**src/common/sfd_defines.vh**
```
/*
 Constants for the serial flash command decoder: opcodes, phase sizes,
 dummy-cycle defaults, opcode classes, lane counts and address-map field positions.
 Assumes inclusion by bare name from the design files.
*/
`ifndef SFD_DEFINES_VH
`define SFD_DEFINES_VH

// ----------------------------------------------------------------------
// Opcodes
// ----------------------------------------------------------------------
`define SFD_OP_READ         8'h03
`define SFD_OP_FAST_READ    8'h0B
`define SFD_OP_DUAL_IO      8'hBB
`define SFD_OP_DUAL_OUT     8'h3B
`define SFD_OP_QUAD_IO      8'hEB
`define SFD_OP_QUAD_OUT     8'h6B
`define SFD_OP_PAGE_PROG    8'h02
`define SFD_OP_QUAD_PROG    8'h38
`define SFD_OP_WIPE_4K      8'h20
`define SFD_OP_ERASE_32K    8'h52
`define SFD_OP_ERASE_64K    8'hD8
`define SFD_OP_CHIP_ERASE_A 8'h60
`define SFD_OP_CHIP_ERASE_B 8'hC7
`define SFD_OP_WR_UNLOCK    8'h06
`define SFD_OP_WR_LOCK      8'h04
`define SFD_OP_SUSPEND      8'hB0
`define SFD_OP_RESUME       8'h30
`define SFD_OP_SLEEP_ENTRY  8'hB9
`define SFD_OP_SLEEP_EXIT   8'hAB
`define SFD_OP_IDLE         8'h00
`define SFD_OP_RESET_ARM    8'h66
`define SFD_OP_RESET_EXEC   8'h99
`define SFD_OP_SEC_WRITE    8'h2F
`define SFD_OP_STATUS_READ  8'h05

// ----------------------------------------------------------------------
// Opcode classes
// ----------------------------------------------------------------------
`define SFD_CLS_BAD   3'h0
`define SFD_CLS_READ  3'h1
`define SFD_CLS_PROG  3'h2
`define SFD_CLS_ERASE 3'h3
`define SFD_CLS_BARE  3'h4
`define SFD_CLS_STAT  3'h5
`define SFD_CLS_WBARE 3'h6

// ----------------------------------------------------------------------
// Phase sizes and dummy cycles
// ----------------------------------------------------------------------
`define SFD_ADDR_BYTES   2'h3
`define SFD_DUMMY_FAST   4'h8
`define SFD_DUMMY_DUAL   4'h4
`define SFD_DUMMY_QUAD   4'h6
`define SFD_DUMMY_STEP   4'h2
`define SFD_LANES_1      3'h1
`define SFD_LANES_2      3'h2
`define SFD_LANES_4      3'h4

// ----------------------------------------------------------------------
// Address map
// ----------------------------------------------------------------------
`define SFD_SECTOR_LSB   12
`define SFD_BLK32_LSB    15
`define SFD_BLK64_LSB    16
`define SFD_TOP_SECTOR   12'hFFF

`endif

```
**src/design/sfd_addr_map.v**
```verilog
/*
 Address map: splits a 24-bit flash address into 4 KB sector,
 32 KB block and 64 KB block numbers, registered.
 Assumes the address is stable in the sys_clk domain.
*/
`timescale 1ns/1ps
`default_nettype none
`include "sfd_defines.vh"

module sfd_addr_map #(
   parameter ADDR_W = 24
) (
   input  wire              sys_clk,
   input  wire              resetn,
   input  wire [ADDR_W-1:0] addr,
   output reg  [11:0]       sector,
   output reg  [8:0]        blk32,
   output reg  [7:0]        blk64,
   output reg               top_sector
);

   // ----------------------------------------------------------------
   // Registered decode
   // ----------------------------------------------------------------
   always @(posedge sys_clk or negedge resetn) begin
      if (!resetn) begin
         sector     <= 12'h000;
         blk32      <= 9'h000;
         blk64      <= 8'h00;
         top_sector <= 1'b0;
      end else begin
         sector     <= addr[ADDR_W-1:`SFD_SECTOR_LSB]; // RULE9
         blk32      <= addr[ADDR_W-1:`SFD_BLK32_LSB]; // RULE9
         blk64      <= addr[ADDR_W-1:`SFD_BLK64_LSB]; // RULE9
         top_sector <= (addr[ADDR_W-1:`SFD_SECTOR_LSB] == `SFD_TOP_SECTOR); // RULE9
      end
   end

endmodule // sfd_addr_map

`default_nettype wire

```
**src/design/sfd_cmd_decoder.v**
```verilog
/*
 Serial flash command front end: frames opcode, address, dummy and data
 phases on a select-gated serial bus and decodes array and device commands.
 Assumes pins are asynchronous to sys_clk and the serial clock is much
 slower than sys_clk; array data follows rd_addr within a few sys_clk.
*/
// What this block does
// RULE1: Unknown or refused command: standby until next select fall, outputs off.
// RULE2: Valid command keeps the block active until select rises.
// RULE3: Sample input on serial clock rise, launch output on fall.
// RULE4: Works with serial clock idling low or high.
// RULE5: Reads end cleanly whenever select rises during data out.
// RULE6: Write-type commands execute only if select rises on a byte boundary.
// RULE7: While busy, array accesses are ignored without disturbing the operation.
// RULE8: Host checks status before issuing commands.
// RULE9: Address splits into 4 KB sectors, 32 KB and 64 KB blocks.
// RULE10: Opcode 03h: three address bytes, no dummy, streamed data.
// RULE11: Opcode 0Bh: three address bytes, eight dummy cycles, streamed data.
// RULE12: Opcode BBh: address and data on two lines, four dummy cycles.
// RULE13: Opcodes 3Bh and 6Bh: single address, eight dummy, dual/quad data.
// RULE14: Opcode EBh: address and data on four lines, six dummy cycles.
// RULE15: Dummy counts follow the two configuration dummy bits.
// RULE16: Opcodes 02h and 38h: three address bytes then 1 to 256 bytes.
// RULE17: Erases 20h, 52h, D8h take addresses; 60h and C7h do not.
// RULE18: 06h sets the write latch, 04h clears it.
// RULE19: B0h suspends and 30h resumes program or erase.
// RULE20: B9h enters deep sleep, ABh leaves it.
// RULE21: 00h is accepted with no effect.
// RULE22: 66h arms software reset, 99h carries it out.
// RULE23: Reset execute is ignored unless reset arm came first with no other bare command and no data-out phase between; 60h, C7h, 2Fh do not disarm.
// RULE24: Program, erase and security write need the write latch set.
// RULE25: In deep sleep only release, signature and reset commands are taken.
// RULE26: Busy flag shows a program or erase still running.
// RULE27: Select rise clears the cycle and byte counters and the decode phase.
// RULE28: Address bytes assemble most significant first before later phases.
`timescale 1ns/1ps
`default_nettype none
`include "sfd_defines.vh"

module sfd_cmd_decoder #(
   parameter ADDR_W = 24,
   parameter PAGE_BYTES = 256
) (
   input  wire              sys_clk,
   input  wire              resetn,
   input  wire              select_n,
   input  wire              serial_clock,
   input  wire [3:0]        sio_in,
   output reg  [3:0]        sio_out,
   output reg  [3:0]        sio_oe,
   input  wire [1:0]        dummy_cfg_bits,
   input  wire              busy_flag,
   input  wire [7:0]        rd_data,
   output reg  [ADDR_W-1:0] rd_addr,
   output reg  [7:0]        pg_data,
   output reg               pg_valid,
   output reg               exec_pulse,
   output reg  [7:0]        exec_op,
   output reg  [ADDR_W-1:0] exec_addr,
   output wire              write_latch,
   output wire              deep_sleep,
   output wire              cmd_active,
   output wire [11:0]       sector,
   output wire [8:0]        blk32,
   output wire [7:0]        blk64,
   output wire              top_sector
);

   // ----------------------------------------------------------------
   // States
   // ----------------------------------------------------------------
   localparam [6:0] ST_OPC  = 7'h01;
   localparam [6:0] ST_ADDR = 7'h02;
   localparam [6:0] ST_DUM  = 7'h04;
   localparam [6:0] ST_DOUT = 7'h08;
   localparam [6:0] ST_DIN  = 7'h10;
   localparam [6:0] ST_WAIT = 7'h20;
   localparam [6:0] ST_STBY = 7'h40;

   // ----------------------------------------------------------------
   // Decode functions
   // ----------------------------------------------------------------
   function [2:0] op_class;
      input [7:0] op;
      begin
         case (op)
            `SFD_OP_READ, `SFD_OP_FAST_READ, `SFD_OP_DUAL_IO, `SFD_OP_DUAL_OUT,
            `SFD_OP_QUAD_IO, `SFD_OP_QUAD_OUT: op_class = `SFD_CLS_READ;
            `SFD_OP_PAGE_PROG, `SFD_OP_QUAD_PROG: op_class = `SFD_CLS_PROG;
            `SFD_OP_WIPE_4K, `SFD_OP_ERASE_32K,
            `SFD_OP_ERASE_64K: op_class = `SFD_CLS_ERASE;
            `SFD_OP_CHIP_ERASE_A, `SFD_OP_CHIP_ERASE_B,
            `SFD_OP_SEC_WRITE: op_class = `SFD_CLS_WBARE;
            `SFD_OP_WR_UNLOCK, `SFD_OP_WR_LOCK, `SFD_OP_SUSPEND, `SFD_OP_RESUME,
            `SFD_OP_SLEEP_ENTRY, `SFD_OP_SLEEP_EXIT, `SFD_OP_IDLE,
            `SFD_OP_RESET_ARM, `SFD_OP_RESET_EXEC: op_class = `SFD_CLS_BARE;
            `SFD_OP_STATUS_READ: op_class = `SFD_CLS_STAT;
            default: op_class = `SFD_CLS_BAD;
         endcase
      end
   endfunction

   function [2:0] addr_lanes;
      input [7:0] op;
      begin
         case (op)
            `SFD_OP_DUAL_IO: addr_lanes = `SFD_LANES_2; // RULE12
            `SFD_OP_QUAD_IO: addr_lanes = `SFD_LANES_4; // RULE14
            default:         addr_lanes = `SFD_LANES_1;
         endcase
      end
   endfunction

   function [2:0] data_lanes;
      input [7:0] op;
      begin
         case (op)
            `SFD_OP_DUAL_IO, `SFD_OP_DUAL_OUT: data_lanes = `SFD_LANES_2; // RULE13
            `SFD_OP_QUAD_IO, `SFD_OP_QUAD_OUT,
            `SFD_OP_QUAD_PROG:                 data_lanes = `SFD_LANES_4; // RULE13
            default:                           data_lanes = `SFD_LANES_1;
         endcase
      end
   endfunction

   function [3:0] dummy_len;
      input [7:0] op;
      input [1:0] cfg;
      reg   [3:0] base;
      begin
         case (op)
            `SFD_OP_FAST_READ, `SFD_OP_DUAL_OUT,
            `SFD_OP_QUAD_OUT: base = `SFD_DUMMY_FAST; // RULE11 RULE13
            `SFD_OP_DUAL_IO:  base = `SFD_DUMMY_DUAL; // RULE12
            `SFD_OP_QUAD_IO:  base = `SFD_DUMMY_QUAD; // RULE14
            default:          base = 4'h0; // RULE10
         endcase
         if (base == 4'h0)
            dummy_len = 4'h0;
         else
            dummy_len = base - `SFD_DUMMY_STEP * {2'h0, cfg}; // RULE15
      end
   endfunction

   function [3:0] lane_bits;
      input [7:0] b;
      input [2:0] lanes;
      begin
         case (lanes)
            `SFD_LANES_4: lane_bits = b[7:4];
            `SFD_LANES_2: lane_bits = {2'h0, b[7:6]};
            default:      lane_bits = {2'h0, b[7], 1'b0};
         endcase
      end
   endfunction

   // ----------------------------------------------------------------
   // Pin synchronisers and edges
   // ----------------------------------------------------------------
   reg  [5:0] sync1_q;
   reg  [5:0] sync2_q;
   reg        sclk_prev_q;
   reg        sel_prev_q;
   wire       sel_n_s  = sync2_q[5];
   wire       sclk_s   = sync2_q[4];
   wire [3:0] sio_s    = sync2_q[3:0];
   wire       sclk_ris = sclk_s & ~sclk_prev_q; // RULE3 RULE4
   wire       sclk_fal = ~sclk_s & sclk_prev_q; // RULE3 RULE4
   wire       sel_rise = sel_n_s & ~sel_prev_q;
   wire       sel_low  = ~sel_n_s;

   always @(posedge sys_clk or negedge resetn) begin
      if (!resetn) begin
         sync1_q     <= 6'h3F;
         sync2_q     <= 6'h3F;
         sclk_prev_q <= 1'b1;
         sel_prev_q  <= 1'b1;
      end else begin
         sync1_q     <= {select_n, serial_clock, sio_in};
         sync2_q     <= sync1_q;
         sclk_prev_q <= sclk_s;
         sel_prev_q  <= sel_n_s;
      end
   end

   // ----------------------------------------------------------------
   // Framing state
   // ----------------------------------------------------------------
   reg  [6:0]        state_q;
   reg  [7:0]        op_q;
   reg  [7:0]        shift_q;
   reg  [2:0]        cyc_q;
   reg  [1:0]        abyte_q;
   reg  [3:0]        dum_q;
   reg  [8:0]        dbyte_q;
   reg  [ADDR_W-1:0] addr_q;
   reg  [7:0]        out_sh_q;
   reg  [2:0]        out_cyc_q;
   reg               first_q;
   reg               latch_q;
   reg               sleep_q;
   reg               armed_q;

   wire [2:0] cls      = op_class(op_q);
   wire [2:0] in_lanes = (state_q == ST_ADDR) ? addr_lanes(op_q) :
                         (state_q == ST_DIN)  ? data_lanes(op_q) : `SFD_LANES_1;
   wire [2:0] o_lanes  = data_lanes(op_q);
   reg  [7:0] shift_d;
   wire [2:0] in_last  = 3'h7 >> (in_lanes >> 1);
   wire [2:0] out_last = 3'h7 >> (o_lanes >> 1);
   wire       byte_in  = (cyc_q == in_last);
   wire [7:0] out_src  = (cls == `SFD_CLS_STAT) ?
                         {6'h00, latch_q, busy_flag} : rd_data; // RULE26

   always @* begin
      case (in_lanes)
         `SFD_LANES_4: shift_d = {shift_q[3:0], sio_s};
         `SFD_LANES_2: shift_d = {shift_q[5:0], sio_s[1:0]};
         default:      shift_d = {shift_q[6:0], sio_s[0]};
      endcase
   end

   // Opcode admission check
   reg        admit;
   reg  [2:0] ncls;
   always @* begin
      ncls  = op_class(shift_d);
      admit = (ncls != `SFD_CLS_BAD);
      if (sleep_q && shift_d != `SFD_OP_SLEEP_EXIT && shift_d != `SFD_OP_RESET_ARM
          && shift_d != `SFD_OP_RESET_EXEC)
         admit = 1'b0; // RULE25
      if (busy_flag && (ncls == `SFD_CLS_READ || ncls == `SFD_CLS_PROG ||
          ncls == `SFD_CLS_ERASE || ncls == `SFD_CLS_WBARE))
         admit = 1'b0; // RULE7
      if (!latch_q && (ncls == `SFD_CLS_PROG || ncls == `SFD_CLS_ERASE ||
          ncls == `SFD_CLS_WBARE))
         admit = 1'b0; // RULE24
   end

   // Completion check at select rise
   wire byte_edge = (cyc_q == 3'h0);
   wire done_ok   = byte_edge &&
                    ((state_q == ST_WAIT) ||
                     (state_q == ST_DIN && dbyte_q != 9'h000)); // RULE6 RULE16

   always @(posedge sys_clk or negedge resetn) begin
      if (!resetn) begin
         state_q    <= ST_OPC;
         op_q       <= 8'h00;
         shift_q    <= 8'h00;
         cyc_q      <= 3'h0;
         abyte_q    <= 2'h0;
         dum_q      <= 4'h0;
         dbyte_q    <= 9'h000;
         addr_q     <= {ADDR_W{1'b0}};
         rd_addr    <= {ADDR_W{1'b0}};
         out_sh_q   <= 8'h00;
         out_cyc_q  <= 3'h0;
         first_q    <= 1'b0;
         sio_out    <= 4'h0;
         sio_oe     <= 4'h0;
         pg_data    <= 8'h00;
         pg_valid   <= 1'b0;
         exec_pulse <= 1'b0;
         exec_op    <= 8'h00;
         exec_addr  <= {ADDR_W{1'b0}};
         latch_q    <= 1'b0;
         sleep_q    <= 1'b0;
         armed_q    <= 1'b0;
      end else begin
         pg_valid   <= 1'b0;
         exec_pulse <= 1'b0;
         if (sel_rise) begin
            // Fresh framing on every select rise
            state_q   <= ST_OPC; // RULE27 RULE2
            cyc_q     <= 3'h0; // RULE27
            abyte_q   <= 2'h0; // RULE27
            dbyte_q   <= 9'h000; // RULE27
            out_cyc_q <= 3'h0;
            sio_oe    <= 4'h0; // RULE5
            if (state_q == ST_DOUT || (state_q == ST_WAIT && cls == `SFD_CLS_BARE
                && op_q != `SFD_OP_RESET_ARM))
               armed_q <= 1'b0; // RULE23
            if (done_ok) begin
               exec_pulse <= 1'b1; // RULE6
               exec_op    <= op_q;
               exec_addr  <= addr_q;
               case (op_q)
                  `SFD_OP_WR_UNLOCK:   latch_q <= 1'b1; // RULE18
                  `SFD_OP_WR_LOCK:     latch_q <= 1'b0; // RULE18
                  `SFD_OP_SUSPEND:     latch_q <= 1'b0; // RULE19
                  `SFD_OP_SLEEP_ENTRY: sleep_q <= 1'b1; // RULE20
                  `SFD_OP_SLEEP_EXIT:  sleep_q <= 1'b0; // RULE20
                  `SFD_OP_RESET_ARM:   armed_q <= 1'b1; // RULE22
                  `SFD_OP_RESET_EXEC: begin
                     if (armed_q) begin
                        latch_q <= 1'b0; // RULE22
                        sleep_q <= 1'b0;
                     end
                     armed_q <= 1'b0; // RULE23
                  end
                  default: begin
                     if (cls != `SFD_CLS_BARE)
                        latch_q <= 1'b0; // RULE17 RULE24
                  end
               endcase
            end
         end else if (sel_low && sclk_ris) begin
            // Input sampling on the rising serial edge
            shift_q <= shift_d; // RULE3
            cyc_q   <= byte_in ? 3'h0 : cyc_q + 3'h1;
            case (state_q)
               ST_OPC: begin
                  if (byte_in) begin
                     op_q <= shift_d;
                     if (!admit)
                        state_q <= ST_STBY; // RULE1
                     else if (ncls == `SFD_CLS_READ || ncls == `SFD_CLS_PROG ||
                              ncls == `SFD_CLS_ERASE)
                        state_q <= ST_ADDR; // RULE2
                     else if (ncls == `SFD_CLS_STAT) begin
                        state_q <= ST_DOUT;
                        first_q <= 1'b1;
                     end else
                        state_q <= ST_WAIT; // RULE21
                  end
               end
               ST_ADDR: begin
                  if (byte_in) begin
                     addr_q  <= {addr_q[ADDR_W-9:0], shift_d}; // RULE28
                     abyte_q <= abyte_q + 2'h1;
                     if (abyte_q == `SFD_ADDR_BYTES - 2'h1) begin
                        rd_addr <= {addr_q[ADDR_W-9:0], shift_d}; // RULE28
                        dum_q   <= dummy_len(op_q, dummy_cfg_bits); // RULE15
                        first_q <= 1'b1;
                        if (cls == `SFD_CLS_PROG)
                           state_q <= ST_DIN; // RULE16
                        else if (cls == `SFD_CLS_ERASE)
                           state_q <= ST_WAIT; // RULE17
                        else if (dummy_len(op_q, dummy_cfg_bits) == 4'h0)
                           state_q <= ST_DOUT; // RULE10
                        else
                           state_q <= ST_DUM; // RULE11
                     end
                  end
               end
               ST_DUM: begin
                  cyc_q <= 3'h0;
                  dum_q <= dum_q - 4'h1;
                  if (dum_q == 4'h1)
                     state_q <= ST_DOUT; // RULE11 RULE12 RULE14
               end
               ST_DIN: begin
                  if (byte_in) begin
                     pg_data  <= shift_d; // RULE16
                     pg_valid <= 1'b1;
                     if (dbyte_q != PAGE_BYTES[8:0])
                        dbyte_q <= dbyte_q + 9'h001;
                  end
               end
               ST_WAIT: state_q <= ST_STBY; // RULE6
               ST_DOUT: cyc_q <= 3'h0;
               ST_STBY: cyc_q <= 3'h0; // RULE1
               default: state_q <= ST_STBY;
            endcase
         end else if (sel_low && sclk_fal && state_q == ST_DOUT) begin
            // Output launch on the falling serial edge
            sio_oe <= (o_lanes == `SFD_LANES_4) ? 4'hF :
                      (o_lanes == `SFD_LANES_2) ? 4'h3 : 4'h2; // RULE3
            if (first_q || out_cyc_q == out_last) begin
               first_q   <= 1'b0;
               out_cyc_q <= 3'h0;
               sio_out   <= lane_bits(out_src, o_lanes);
               out_sh_q  <= out_src << o_lanes;
               rd_addr   <= rd_addr + {{(ADDR_W-1){1'b0}}, 1'b1}; // RULE10
            end else begin
               out_cyc_q <= out_cyc_q + 3'h1;
               sio_out   <= lane_bits(out_sh_q, o_lanes);
               out_sh_q  <= out_sh_q << o_lanes;
            end
         end
      end
   end

   assign write_latch = latch_q;
   assign deep_sleep  = sleep_q;
   assign cmd_active  = sel_low && (state_q != ST_OPC) && (state_q != ST_STBY); // RULE2

   // ----------------------------------------------------------------
   // Address map
   // ----------------------------------------------------------------
   sfd_addr_map #(
      .ADDR_W (ADDR_W)
   ) u_map (
      .sys_clk    (sys_clk),
      .resetn     (resetn),
      .addr       (addr_q),
      .sector     (sector),
      .blk32      (blk32),
      .blk64      (blk64),
      .top_sector (top_sector)
   );

endmodule // sfd_cmd_decoder

`default_nettype wire

```
**config.mk**
```make
export PLATFORM = sky130hd
export DESIGN_NAME = sfd_cmd_decoder
export DESIGN_NICKNAME = d
export VERILOG_FILES = /design/src/design/sfd_addr_map.v /design/src/design/sfd_cmd_decoder.v
export VERILOG_INCLUDE_DIRS = /design/src /design/src/common
export SDC_FILE = /design/constraint.sdc
export NUM_CORES = 1
export LEC_CHECK = 0
export BUFFER_PORTS_ARGS = -buffer_cell sky130_fd_sc_hd__buf_4
export CAP_MARGIN = 20
export CORE_MARGIN = 4
export CORE_UTILIZATION = 30
export DETAILED_ROUTE_END_ITERATION = 8
export GPL_TIMING_DRIVEN = 0
export MAX_ROUTING_LAYER = met4
export PLACE_DENSITY = 0.51
export SKIP_LAST_GASP = 1
export SLEW_MARGIN = 20
export SYNTH_ARGS = -nofsm -noshare
export SYNTH_HDL_FRONTEND = slang
export SYNTH_SLANG_ARGS = --single-unit
export TNS_END_PERCENT = 5
```
**constraint.sdc**
```tcl
create_clock -name sys_clk -period 5.95 [get_ports sys_clk]
set_input_delay 0.595 -clock sys_clk [delete_from_list [all_inputs] [get_ports sys_clk]]
set_output_delay 0.595 -clock sys_clk [all_outputs]
set_load 0.01 [all_outputs]
```
==> impl_metrics.csv <==
group,metric,value,unit
placed_design,dp_hpwl,20000,microns
setup_path,path_class,"flip-flop to flip-flop",
power,p_leak,5.27,nW
logic_synthesis,synth_fp_nets,1069,
logic_synthesis,synthTopCellsByArea,"dfrtp_1 (44%), nand2_1 (8.7%), o21ai_0 (4.7%), a21oi_1 (4.4%), dfstp_2 (4.3%)",
routing,vias_per_cell,5.18,
power,p_total,2.72,mW
clock_tree,clk_pin_slew,0.08,ns
floorplanning,ios,126,
final_layout,nets,1216,
routing,drt_first_pass_iters,5,
sta,whs,0.107,ns
placed_design,gp_congestion,0.890,
sta,worst_clock_skew,0.0177,ns
sta,max_slew_margin,0.413,
setup_path,cp.required,6.23,ns
routing,drcViolationCount,0,
sta,min_period,5.68,ns
routing,vias,8218,
clock_tree,root_buffer,"clkbuf_16",
logic_synthesis,synthMuxAreaShare,0.0251,
sta,hold_violations,0,
logic_synthesis,synth_most_common_cell,"nand2_1",
logic_synthesis,synth.top_cell.area_share,0.445,
setup_path,worstPathMaxFanout,11,
setup_path,path_cells,"buf_2, and4b_1, clkbuf_1, a22oi_2, clkbuf_1, ha_1, or4b_2, or2_2, nand2b_1, clkbuf_1, and3_1, nor2_1, nand3_1, nor4_2, a41oi_1, and4b_1, a211oi_2, o22ai_1",
placed_design,pre_cts_ws,-0.701,ns
sta,max_clock_freq,176,MHz
final_layout,instances_no_fill,1585,
routing,wl_per_cell,17.6,microns
sta,period_share,0.954,
logic_synthesis,synth_top_family_by_area,"simple AND/OR/NAND/NOR gates",
flow_run,cap_violations,0,
sta,layout_setup_ws,0.271,ns
clock_tree,cts_tree,"built",
final_layout,antennaDiodeCount,0,
floorplanning,fp.coreArea,0.0300,sq mm
logic_synthesis,yosys.cell_types.count,76,
clock_tree,cts_sinks,179,
final_layout,drive_gt1_frac,0.199,
clock_tree,insertion_delay,0.45,ns
placed_design,io_buffers,125,
logic_synthesis,seq_area_frac_synth,0.487,
logic_synthesis,yosys_warnings,0,
logic_synthesis,synth_fa_ha_area_frac,0.0222,
setup_path,cp.arrival,5.96,ns
routing,ant_nets,0,
setup_path,path_delay_family,"simple AND/OR/NAND/NOR gates",
sta,worstMarginPinSlew,0.874,ns
status,status,"finished clean",
grt,grt_first_pass_wirelength,44500,microns
grt,antenna_found_initial,0,
setup_path,cp_slowest_stage_delay,0.67,ns
logic_synthesis,synth-simple-area-share,0.219,
logic_synthesis,syn_area,0.00923,sq mm
logic_synthesis,syn_avg_cell_area,8.92,sq um
floorplanning,start_util,0.307,
logic_synthesis,synthFlopType,"dfrtp_1",
sta,finalSetupViolCount,0,
clock_tree,cts_buffers,17,
logic_synthesis,synth-xor-area-share,0.0133,
clock_tree,clockBufferDepth,2,
floorplanning,die_h,183,microns
logic_synthesis,synthCells,1035,
setup_path,cp_num_buf_inv,4,
logic_synthesis,synthTopCellsByCount,"nand2_1 (214), dfrtp_1 (164), o21ai_0 (86)",
logic_synthesis,synth-compound-area-share,0.183,
grt,grt_max_degree,91,
power,power.density,239,mW/mm^2
clock_tree,cts_hold_buf,0,
floorplanning,die_area,0.0336,sq mm
setup_path,crit_slowest_cell,"or4b_2",
grt,grt_overflow,0,
clock_tree,ctsHtreeMaxLevel,4,
logic_synthesis,ys_async_sr_fraction,1.00,
final_layout,area_growth,23.4,%
floorplanning,die_w,183,microns
power,peakVddDrop,0.000199,V
setup_path,end_kind,"flip-flop",
grt,grt_util_all_layers,0.170,
final_layout,fillCellCount,3094,
setup_path,cpMostUsedCell,"clkbuf_1",
floorplanning,rows,63,
setup_path,start_kind,"flip-flop",
grt,grt_pass1_vias,7874,
logic_synthesis,synth-seq-cells,179,
logic_synthesis,synth_top_area_cell,"dfrtp_1",
routing,totalWireLength,28000,microns
sta,slew_violations,0,
placed_design,place_inst,1552,
routing,first_iter_violations,526,
worst_hold_path,hold_class,"input pin to asynchronous set/reset pin",
logic_synthesis,synth-edff-count,0,
-- layer usage --
| metal | routed length, microns | part of all wire | up-vias | GRT usage |
|---|---|---|---|---|
| li1 | - | - | 3956 | - |
| met1 | 13600 | 0.49 | 3982 | 0.239 |
| met2 | 12400 | 0.44 | 243 | 0.252 |
| met3 | 1460 | 0.052 | 37 | 0.0311 |
| met4 | 522 | 0.019 | 0 | 0.0459 |
| met5 | 0 | 0 | - | - |
-- flip-flops by register name, indices dropped and copies added, names as in the netlist, 7 cells and up --
register / flops
addr_q: 24
exec_addr: 24
rd_addr: 24
dbyte_q: 9
exec_op: 8
op_q: 8
out_sh_q: 8
pg_data: 8
shift_q: 7
state_q: 7
u_map.sector: 7
-- worst register-to-register path: stages (launching register included) --
cell      delay [ns]
dfrtp_1         0.36
buf_2           0.17
and4b_1         0.25
clkbuf_1        0.28
a22oi_2         0.19
clkbuf_1        0.35
ha_1            0.32
or4b_2          0.67
or2_2           0.35
nand2b_1        0.15
clkbuf_1        0.22
and3_1          0.26
nor2_1          0.49
nand3_1         0.28
nor4_2          0.42
a41oi_1         0.13
and4b_1         0.25
a211oi_2        0.24
o22ai_1         0.14
-- through the flow --
step / area, sq um / TNS (ns) / util
after detailed placement: 10700 / -5.64 / 0.356
after global placement: 10700 / -6.18 / 0.355
after global routing: 11400 / -0.0370 / 0.379
after CTS: 11400 / 0 / 0.379
final: 11400 / 0 / 0.379
after floorplan: 9230 / 0 / -
-- power breakdown --
part	internal [mW]	leakage, nW	switching [mW]	total (mW)
Clock	0.588	0.306	0.612	1.20
Sequential	1.24	2.38	0.0248	1.27
Combinational	0.0781	2.59	0.173	0.251
Total	1.91	5.27	0.810	2.72
-- repair_timing --
action | in CTS | in global routing
setup endpoints to repair | 19 | 20
pin swaps | 0 | 1
cloned | 0 | 0
setup buffers | 0 | 1
gates resized for setup | 5 | 7
-- cell type report --
| class | count | area, sq um | share of cell area |
|---|---|---|---|
| clock buffer | 17 | 425 | 0.0373 |
| tap | 390 | 488 | 0.0428 |
| clock inverter | 15 | 211 | 0.0186 |
| sequential | 179 | 4500 | 0.395 |
| timing repair buffer | 128 | 986 | 0.0865 |
| buffer | 78 | 382 | 0.0335 |
| inverter | 21 | 78.8 | 0.00692 |
| multi-input combinational | 757 | 4330 | 0.380 |
-- path summary, 6_finish.rpt --
path	from	to	slack, ns	depth (start not counted)
max in group asynchronous	resetn	exec_addr[19]	4.95	2
min in group sys_clk	sio_in[1]	sync1_q[1]	0.26	1
max	op_q[2]	state_q[6]	0.27	18
min	resetn	sio_out[1]	0.11	1
max reg2reg	op_q[2]	state_q[6]	0.27	18
min reg2reg	sync1_q[5]	sync2_q[5]	0.35	0
-- cells by family (layout without fill, tap and decap cells) --
kind of cell,count (synthesis),after routing
compound gates,269,269
xor+xnor,14,14
fa+ha+maj,16,16
buf+inv,99,259
flops,179,179
mux,21,21
simple gates,437,437
-- cells in the final DEF, fill, tap and decap left out, drive strengths merged, types with 10 or more instances in the layout --
cell type	count
dfrtp	164
nor3	14
dfstp	15
ha	14
a21oi	83
mux2	17
a211oi	10
buf	156
clkbuf	67
nand2	215
o21ai	86
nand3	40
inv	29
o22ai	17
nor2	69
and3	12
nand2b	10
nand4	17
(Power assumes the default switching activity.)
